### src/design/trig_seq_pkg.sv
// package: constants and carriers for the trigger sequencer
package trig_seq_pkg;
  localparam int NUM_EXPR = 16;          // expression slots
  localparam int NUM_TU = 8;             // trigger unit match inputs
  localparam int NUM_STEP = 4;           // sequence depth per expression
  localparam int SEQ_CW = 16;            // sequence counter width
  localparam int FINAL_CW = 17;          // final event counter width, holds 65536
  localparam int PW_CW = 16;             // minimum pulse width counter width
  localparam logic [FINAL_CW-1:0] FINAL_MAX = 17'h1_0000; // build-time final maximum
  localparam logic [SEQ_CW-1:0] SEQ_MAX = 16'hffff;        // build-time sequence maximum
  localparam logic [SEQ_CW-1:0] CNT_ONE = 16'h0001;
  localparam logic [FINAL_CW-1:0] FCNT_ONE = 17'h0_0001;
  localparam logic [PW_CW-1:0] PW_ZERO = 16'h0000;
  localparam int ADDR_W = 8;
  // register map: expression slot e step s at STEP_BASE + e*NUM_STEP + s
  localparam logic [ADDR_W-1:0] ADDR_CTRL = 8'h00;
  localparam logic [ADDR_W-1:0] ADDR_EN = 8'h01;
  localparam logic [ADDR_W-1:0] ADDR_FINAL = 8'h02;
  localparam logic [ADDR_W-1:0] ADDR_TOUT = 8'h03;
  localparam logic [ADDR_W-1:0] ADDR_STATUS = 8'h04;
  localparam logic [ADDR_W-1:0] ADDR_DEPTH = 8'h05;
  localparam logic [ADDR_W-1:0] STEP_BASE = 8'h40;
  // ctrl bits
  localparam int CTRL_ARM = 0;
  localparam int CTRL_FEN = 1;
  localparam int TOUT_POL = 0;           // 1 = active low
  localparam int TOUT_ROUTE_LO = 1;      // 2-bit route field
  localparam int TOUT_EN = 3;
  localparam int TOUT_PW_LO = 16;
  // step word layout
  localparam int ST_MASK_LO = 0;         // which units take part
  localparam int ST_POL_LO = 8;          // required level of each unit
  localparam int ST_OP_LO = 16;          // 2-bit combine op
  localparam int ST_LINK_LO = 18;        // 2-bit link/count mode
  localparam int ST_CNT_LO = 20;         // 12-bit count
  localparam int ST_CNT_W = 12;

  typedef enum logic [1:0] {OP_AND, OP_OR, OP_XOR, OP_TRUE} comb_op_type;
  typedef enum logic [1:0] {LK_THEN, LK_NEXT, LK_CONSEC, LK_DELAY} link_type;
  typedef enum logic [1:0] {RT_IO, RT_NET, RT_BOTH, RT_NONE} route_type;

  typedef struct packed {
    logic [ADDR_W-1:0] addr;
    logic [31:0] wdata;
    logic wr;
    logic rd;
  } bus_req_type;

  typedef struct packed {
    logic [SEQ_CW-1:0] count;
    link_type link;
    comb_op_type op;
    logic [NUM_TU-1:0] pol;
    logic [NUM_TU-1:0] mask;
  } step_cfg_type;
endpackage
### src/design/trig_seq.sv
// trigger sequencer: expressions, final event counter and trigger-out
`timescale 1ns/10ps
// Function
// - a # count passes once the term matched that many clocks, gaps allowed
// - an always-true term with a count waits that many contiguous clocks
// - a count qualifies a whole step term, never a fragment
// - each expression has its own sequence counter of fixed build width
// - up to sixteen independent expressions each evaluate their own equation
// - each expression has a run-time enable; disabled ones never trigger
// - steps combine unit matches combinationally and chain sequentially
// - optional final counter counts combined triggers, fires at programmed count
// - final counter maximum is a build-time power of two, 2 to 65536
// - final count reprogrammable up to the maximum, all values accepted
// - with final counter off, first combined trigger fires the module trigger
// - the module offers an optional trigger-out signal
// - trigger-out routes to pin, internal net, or both
// - trigger-out polarity is selectable high or low
// - trigger-out stays active at least the configured clocks, zero allowed
// - on single-core targets trigger-out is pin only
// - a next step must match on the very next clock or restart
// - a then step checks no earlier than one clock after previous match
// - a consecutive count needs back-to-back matches, a gap restarts
module trig_seq
  import trig_seq_pkg::*;
#(
  parameter bit SINGLE_CORE = 1'b0       // restricts trigger-out to the pin
) (
  input wire logic mclk,                           // 100 MHz sample clock
  input wire logic sys_rst,                        // synchronous reset, active high
  input wire logic [trig_seq_pkg::NUM_TU-1:0] tu_match, // trigger unit matches, same clock
  input wire trig_seq_pkg::bus_req_type bus_req,   // register port request
  output logic [31:0] rdata,                       // read data, cycle after read strobe
  output logic trig_fire,                          // module trigger, one-cycle pulse
  output logic trig_out_pin,                       // trigger-out towards the pin
  output logic trig_out_net,                       // trigger-out towards sibling modules
  output logic armed                               // triggering is active
);
  import trig_seq_pkg::*;

  // ----------------------------------------------------------------
  // configuration registers
  // ----------------------------------------------------------------
  logic arm_q;
  logic fen_q;
  logic [NUM_EXPR-1:0] en_q;
  logic [FINAL_CW-1:0] fcount_q;
  logic tpol_q;
  route_type troute_q;
  logic ten_q;
  logic [PW_CW-1:0] tpw_q;
  step_cfg_type step_q [NUM_EXPR][NUM_STEP];
  logic [$clog2(NUM_STEP)-1:0] depth_q [NUM_EXPR];
  logic hit_q;

  // decode the step word and zero-extend the 12-bit count to the counter width
  function automatic step_cfg_type to_step(input logic [31:0] w);
    step_cfg_type s;
    s.mask = w[ST_MASK_LO +: NUM_TU];
    s.pol = w[ST_POL_LO +: NUM_TU];
    s.op = comb_op_type'(w[ST_OP_LO +: 2]);
    s.link = link_type'(w[ST_LINK_LO +: 2]);
    s.count = {{(SEQ_CW-ST_CNT_W){1'b0}}, w[ST_CNT_LO +: ST_CNT_W]};
    return s;
  endfunction

  // one whole-step term from unit matches; count applies only to this result
  function automatic logic term_of(input step_cfg_type s, input logic [NUM_TU-1:0] m);
    logic [NUM_TU-1:0] lv;
    lv = ~(m ^ s.pol) | ~s.mask;
    unique case (s.op)
      OP_AND: term_of = &lv;
      OP_OR: term_of = |(~(m ^ s.pol) & s.mask);
      OP_XOR: term_of = ^(m & s.mask);
      OP_TRUE: term_of = 1'b1;
    endcase
  endfunction

  // clamp a final count into 1..FINAL_MAX
  function automatic logic [FINAL_CW-1:0] clamp_final(input logic [31:0] w);
    logic [FINAL_CW-1:0] v;
    v = w[FINAL_CW-1:0];
    if (w[31:FINAL_CW] != '0 || v > FINAL_MAX) v = FINAL_MAX;
    if (v == '0) v = FCNT_ONE;
    return v;
  endfunction

  wire wr_ctrl = bus_req.wr && bus_req.addr == ADDR_CTRL;
  wire wr_en = bus_req.wr && bus_req.addr == ADDR_EN;
  wire wr_final = bus_req.wr && bus_req.addr == ADDR_FINAL;
  wire wr_tout = bus_req.wr && bus_req.addr == ADDR_TOUT;
  wire wr_depth = bus_req.wr && bus_req.addr == ADDR_DEPTH;
  wire is_step = bus_req.addr >= STEP_BASE;
  wire [ADDR_W-1:0] step_off = bus_req.addr - STEP_BASE;
  wire step_hit = is_step && step_off < ADDR_W'(NUM_EXPR*NUM_STEP);
  wire [3:0] step_e = step_off[2 +: 4];
  wire [1:0] step_s = step_off[1:0];
  wire arm_rise = wr_ctrl && bus_req.wdata[CTRL_ARM] && !arm_q;
  wire arm_start = arm_rise;   // arming restarts evaluation from scratch

  // control registers; expression and final enables only change while disarmed
  always_ff @(posedge mclk) begin
    if (sys_rst) begin
      arm_q <= 1'b0;
      fen_q <= 1'b0;
      en_q <= '0;
      fcount_q <= FCNT_ONE;
      tpol_q <= 1'b0;
      troute_q <= RT_IO;
      ten_q <= 1'b0;
      tpw_q <= PW_ZERO;
    end else begin
      if (wr_ctrl) begin
        arm_q <= bus_req.wdata[CTRL_ARM];
        if (!arm_q) fen_q <= bus_req.wdata[CTRL_FEN];
      end else if (hit_q) begin
        arm_q <= 1'b0;   // one capture per arming
      end
      if (wr_en && !arm_q) en_q <= bus_req.wdata[NUM_EXPR-1:0];
      if (wr_final) fcount_q <= clamp_final(bus_req.wdata);
      if (wr_tout) begin
        tpol_q <= bus_req.wdata[TOUT_POL];
        troute_q <= SINGLE_CORE ? RT_IO : route_type'(bus_req.wdata[TOUT_ROUTE_LO +: 2]);
        ten_q <= bus_req.wdata[TOUT_EN];
        tpw_q <= bus_req.wdata[TOUT_PW_LO +: PW_CW];
      end
    end
  end

  // step table and per-expression depth
  always_ff @(posedge mclk) begin
    if (sys_rst) begin
      for (int e = 0; e < NUM_EXPR; e++) begin
        depth_q[e] <= '0;
        for (int s = 0; s < NUM_STEP; s++) step_q[e][s] <= '0;
      end
    end else begin
      if (bus_req.wr && step_hit && !arm_q) step_q[step_e][step_s] <= to_step(bus_req.wdata);
      if (wr_depth && !arm_q) depth_q[bus_req.wdata[7:4]] <= bus_req.wdata[1:0];
    end
  end

  // ----------------------------------------------------------------
  // expression engines
  // ----------------------------------------------------------------
  logic [$clog2(NUM_STEP)-1:0] stp_q [NUM_EXPR];
  logic [SEQ_CW-1:0] cnt_q [NUM_EXPR];     // one counter per expression
  logic [NUM_EXPR-1:0] adv_q;              // previous step just matched
  logic [NUM_EXPR-1:0] ex_hit;

  // each expression walks its steps; THEN waits a clock after the last match
  always_ff @(posedge mclk) begin
    if (sys_rst || arm_start) begin
      for (int e = 0; e < NUM_EXPR; e++) begin
        stp_q[e] <= '0;
        cnt_q[e] <= '0;
      end
      adv_q <= '0;
    end else begin
      for (int e = 0; e < NUM_EXPR; e++) begin : engine
        step_cfg_type c;
        logic t;
        logic done;
        logic [SEQ_CW-1:0] need;
        c = step_q[e][stp_q[e]];
        t = term_of(c, tu_match);
        need = (c.count == '0) ? CNT_ONE : c.count;
        done = 1'b0;
        adv_q[e] <= 1'b0;
        if (arm_q && en_q[e]) begin
          unique case (c.link)
            LK_THEN: begin
              if (t) begin
                if (cnt_q[e] + CNT_ONE >= need) done = 1'b1;
                else cnt_q[e] <= cnt_q[e] + CNT_ONE;
              end
            end
            LK_NEXT, LK_CONSEC: begin
              if (t) begin
                if (cnt_q[e] + CNT_ONE >= need) done = 1'b1;
                else cnt_q[e] <= cnt_q[e] + CNT_ONE;
              end else if (adv_q[e] || cnt_q[e] != '0) begin
                stp_q[e] <= '0;
                cnt_q[e] <= '0;
              end
            end
            LK_DELAY: begin
              if (cnt_q[e] + CNT_ONE >= need) done = 1'b1;
              else cnt_q[e] <= cnt_q[e] + CNT_ONE;
            end
          endcase
          if (done) begin
            cnt_q[e] <= '0;
            adv_q[e] <= 1'b1;
            if (stp_q[e] == depth_q[e]) stp_q[e] <= '0;
            else stp_q[e] <= stp_q[e] + 1'b1;
          end
        end
      end
    end
  end

  // last step completion of an enabled expression is its trigger
  always_comb begin
    for (int e = 0; e < NUM_EXPR; e++) begin
      ex_hit[e] = adv_q[e] && stp_q[e] == '0 && en_q[e];
    end
  end

  // ----------------------------------------------------------------
  // final event counter
  // ----------------------------------------------------------------
  logic [FINAL_CW-1:0] fcnt_q;
  wire any_hit = |ex_hit && arm_q && !hit_q;   // one hit per arming; disarm lands a cycle late
  wire [FINAL_CW-1:0] f_need = fen_q ? fcount_q : FCNT_ONE;
  wire f_reach = any_hit && (fcnt_q + FCNT_ONE >= f_need);

  // counts combined expression triggers up to the programmed value
  always_ff @(posedge mclk) begin
    if (sys_rst || arm_start) begin
      fcnt_q <= '0;
      hit_q <= 1'b0;
    end else begin
      hit_q <= f_reach;
      if (f_reach) fcnt_q <= '0;
      else if (any_hit) fcnt_q <= fcnt_q + FCNT_ONE;
    end
  end

  // ----------------------------------------------------------------
  // trigger-out with minimum width and polarity
  // ----------------------------------------------------------------
  logic [PW_CW-1:0] pw_q;
  logic tact_q;
  wire tact_d = ten_q && (hit_q || (tact_q && pw_q > CNT_ONE));

  // a zero or one width still gives a single-cycle pulse
  always_ff @(posedge mclk) begin
    if (sys_rst) begin
      tact_q <= 1'b0;
      pw_q <= PW_ZERO;
    end else begin
      tact_q <= tact_d;
      if (hit_q) pw_q <= tpw_q;
      else if (pw_q != PW_ZERO) pw_q <= pw_q - CNT_ONE;
    end
  end

  wire lvl = tact_d ^ tpol_q;    // next state, so trigger-out lines up with trig_fire
  wire to_pin = troute_q == RT_IO || troute_q == RT_BOTH;
  wire to_net = !SINGLE_CORE && (troute_q == RT_NET || troute_q == RT_BOTH);

  // registered outputs; the net copy is synchronised by its consumer
  always_ff @(posedge mclk) begin
    if (sys_rst) begin
      trig_out_pin <= 1'b0;
      trig_out_net <= 1'b0;
      trig_fire <= 1'b0;
      armed <= 1'b0;
      rdata <= '0;
    end else begin
      trig_out_pin <= to_pin ? lvl : tpol_q;
      trig_out_net <= to_net ? lvl : tpol_q;
      trig_fire <= hit_q;
      armed <= arm_q;
      rdata <= '0;
      if (bus_req.rd) begin
        unique case (bus_req.addr)
          ADDR_CTRL: rdata <= {30'h0000_0000, fen_q, arm_q};
          ADDR_EN: rdata <= {16'h0000, en_q};
          ADDR_FINAL: rdata <= {15'h0000, fcount_q};
          ADDR_TOUT: rdata <= {tpw_q, 12'h000, ten_q, troute_q, tpol_q};
          ADDR_STATUS: rdata <= {15'h0000, fcnt_q};
          default: rdata <= '0;
        endcase
      end
    end
  end
endmodule

### config.mk
export PLATFORM = sky130hd
export DESIGN_NAME = trig_seq
export DESIGN_NICKNAME = d
export VERILOG_FILES = /design/src/design/trig_seq_pkg.sv /design/src/design/trig_seq.sv
export SDC_FILE = /design/constraint.sdc
export NUM_CORES = 2
export LEC_CHECK = 0
export BUFFER_PORTS_ARGS = -buffer_cell sky130_fd_sc_hd__buf_2
export CAP_MARGIN = 20
export CORE_MARGIN = 2
export CORE_UTILIZATION = 64
export DETAILED_ROUTE_END_ITERATION = 7
export PLACE_DENSITY = 0.78
export SETUP_SLACK_MARGIN = 0.3
export SLEW_MARGIN = 20
export SYNTH_ARGS = -nofsm -noshare
export SYNTH_HDL_FRONTEND = slang
export SYNTH_SLANG_ARGS = --single-unit
### constraint.sdc
create_clock -name mclk -period 5.9 [get_ports mclk]
set_input_delay 0 -clock mclk [delete_from_list [all_inputs] [get_ports mclk]]
set_output_delay 0 -clock mclk [all_outputs]
set_load 0.005 [all_outputs]
==> summary.txt <==
Status: complete, no violations
Critical path launch point type: flip-flop
Netlist cell types: 90
Initial antenna violation count: 18
Number of global-route vias before repair: 76700
DR vias/cell: 6.37
#FFs+latches synth: 2510
Synth Area in Compound Gates: 3.26%
Post-synth EDFFs: 2368
Period utilization: 84.9%
Peak VDD IR: 366 uV
Share of post-route cells with drive strength above 1: 14.5%
Drt total wl: 323000 um
I/O Pins: 88
Site row count: 161
Max-cap viol count: 0
Clk sinks: 2510
Core box area: 192000 um2
Pwr/cell area: 307 nW/um2
Final setup TNS: 0 ns
Slew Limit Fails: 0
Mapped Cells: 9296
Antenna Nets Post-Route: 0
Worst-Margin Slew: 1.24 ns
Post-Synth Simple-Gate Area: 17.3%
DRC Markers: 0
CP Max Fanout: 22
DRT Pass-1 Iters: 8
Grt total ovfl: 0
Crit path time final: 5.01 ns
Wire length per cell: 26.9 um
FFs w/ async S/R, synth: 0%
Clock transition at the registers of the reported paths: 0.06 ns
Die width: 444 um
Initial Utilization: 64.4%
Cell Count, Final, Fillers Out: 12000
CTS tree: done
Skew final: 0.0444 ns
Routability cong.: 0.920
Dpl cells: 11500
Worst Hold Class: in2reg
# port buffers: 87
First-pass GRT wire length: 481000 um
Ys Warns: 0
Combinational family with the most area after synthesis: simple AND/OR/NAND/NOR gates
Post-synth top flop: edfxtp_1
Reg2Reg Setup Slack: 0.89 ns
Adder-cell share of the synthesized area: 2.97%
RSZ-0062 raised after global routing: no
Root Buffer: clkbuf_16
Via count: 76500
CP Class: reg2reg
NumNets Final: 9612
Req. time, crit path: 6.35 ns
Register area: 74000 um2
Die area: 197000 um2
Min Hold Slack: 0.0571 ns
Initial drt markers: 9933
Fmax: 0.200 GHz
Rel. slew slack: 17.2%
Register area share after synthesis: 59.7%
Xor and xnor fraction of the mapped netlist area: 3.73%
Post-CTS sizing: 0
WP data arrival: 5.45 ns
Largest net degree at the start of global routing: 76
Mux contribution to synthesized area: 9.48%
H-tree levels: 5
Post-detail-place hpwl: 192000 um
Fillers: 12300
Syn Area/Cell: 13.3 um2
Setup WS pre-CTS: 0.901 ns
Pleak: 0.0497 uW
Clock Path Buffers: 4
Clock buffer count from CTS: 277
Area of the multi-input gates: 45800 um2
Worst setup margin: 0.893 ns
Synthesis-to-finish area growth: 9.89%
Final hold violation count: 0
Crit. End Element: flip-flop
Mapped cell area: 124000 um2
Clk_lat worst skew: 0.93 ns
Die H: 444 um
Final Setup Violations: 0
Gr usage total: 32.8%
report_power, final:
group / leakage (uW) / internal [uW] / total [uW] / switching, uW
sequential: 0.0238 / 20300 / 20800 / 444
clock: 0.00440 / 10400 / 17400 / 6950
combinational: 0.0214 / 1390 / 3610 / 2220
total: 0.0497 / 32200 / 41800 / 9610
critical path, cell delays in order, from the launching register on:
cell,delay [ns]
edfxtp_1,0.84
buf_4,0.50
mux4_2,0.58
xnor2_1,0.17
a222oi_1,0.39
nand2_1,0.12
o32ai_1,0.15
a31oi_1,0.16
o21a_1,0.16
o2111ai_1,0.73
nand3_1,0.74
cell usage after synthesis (13+ instances only):
| cell type | number | area, um2 |
|---|---|---|
| nor4_1 | 103 | 644 |
| or4_1 | 14 | 105 |
| clkbuf_1 | 532 | 2000 |
| or2_2 | 79 | 494 |
| nor2b_1 | 147 | 920 |
| nand2_1 | 396 | 1490 |
| buf_1 | 50 | 188 |
| and2_1 | 2063 | 12900 |
| nand3_1 | 161 | 806 |
| mux2i_1 | 15 | 150 |
| a21oi_1 | 135 | 676 |
| o211ai_1 | 18 | 135 |
| nor2_1 | 350 | 1310 |
| dfxtp_1 | 142 | 2840 |
| nand4_1 | 87 | 544 |
| xor2_1 | 157 | 1380 |
| o21ai_0 | 71 | 355 |
| a22oi_1 | 52 | 390 |
| and3_1 | 104 | 651 |
| a31oi_1 | 13 | 81.3 |
| a31o_2 | 23 | 201 |
| nand2b_1 | 32 | 200 |
| buf_4 | 21 | 158 |
| edfxtp_1 | 2368 | 71100 |
| o22ai_1 | 40 | 250 |
| a21o_1 | 70 | 526 |
| inv_1 | 430 | 1610 |
| a222oi_1 | 27 | 270 |
| mux4_2 | 513 | 11600 |
| nor3_1 | 117 | 586 |
| nor4b_1 | 14 | 123 |
| and4_1 | 28 | 245 |
| buf_2 | 65 | 325 |
| xnor2_1 | 371 | 3250 |
| o2111ai_1 | 15 | 131 |
| ha_1 | 294 | 3680 |
| a211oi_1 | 15 | 113 |
flip-flops by register name (all words and copies together) (netlist names), 2 cells and up:
signal	flops
step_q	2048
cnt_q	256
depth_q	32
rdata	32
stp_q	32
fcnt_q	17
fcount_q	17
adv_q	16
en_q	16
pw_q	16
tpw_q	16
troute_q	2
placed cells by master (no fill, tap or decap), types with 69 or more instances in the layout:
| cell | instances |
|---|---|
| a21o_1 | 69 |
| a21oi_1 | 134 |
| and2_1 | 2063 |
| and3_1 | 104 |
| buf_4 | 228 |
| clkbuf_16 | 289 |
| dfxtp_1 | 141 |
| edfxtp_1 | 2368 |
| ha_1 | 294 |
| inv_1 | 430 |
| mux4_2 | 513 |
| nand2_1 | 395 |
| nand3_1 | 160 |
| nand4_1 | 87 |
| nor2_1 | 296 |
| nor2b_1 | 145 |
| nor3_1 | 116 |
| nor4_1 | 102 |
| o21ai_0 | 71 |
| or2_2 | 79 |
| xnor2_1 | 371 |
| xor2_1 | 157 |
logic make-up after synthesis:
kind of cell / after synthesis
flip-flops: 2510
buffers and inverters: 1110
adder cells (fa/ha/maj): 294
XOR/XNOR: 528
multiplexers: 531
AND/OR/NAND/NOR: 3740
other: 1
AO/OA/AOI/OAI: 582
stage by stage:
step                power (uW)  area (um2)  util (%)
floorplan                23500      124000         -
global placement         24500      126000      65.8
detailed placement       24700      127000      65.8
CTS                      41800      136000      70.7
global route             42900      136000      70.7
finish                   41800      136000      70.7
worst paths after layout:
check               from             end  cells past startpoint
min          bus_req[38]  step_q[13][72]                      5
max reg2reg  stp_q[1][0]     cnt_q[1][3]                     10
min reg2reg    tpw_q[14]       tpw_q[14]                      2
max          stp_q[1][0]     cnt_q[1][3]                     10
metal layers:
layer  global-route usage [%]  wire length (um)  up-vias
met5                        0                36        -
met4                     15.9             17300        6
met3                     5.24             31900      784
met2                     53.2            155000     4005
met1                     43.7            119000    38500
li1                         -                 -    33200
timing repair:
item | in CTS | in global routing
buffers inserted | 0 | 0
hold endpoints to repair | 1006 | 0
hold buffers | 54 | 0
cell type report:
class	instances	area share (%)
Clock buffer	343	5.50
Antenna cell	7	0.0129
Sequential cell	2510	54.3
Tap cell	2526	2.32
Inverter	430	1.19
Clock inverter	138	1.10
Timing Repair Buffer	332	1.88
Multi-Input combinational cell	5715	33.7
Power figures use the tool's default switching activity.
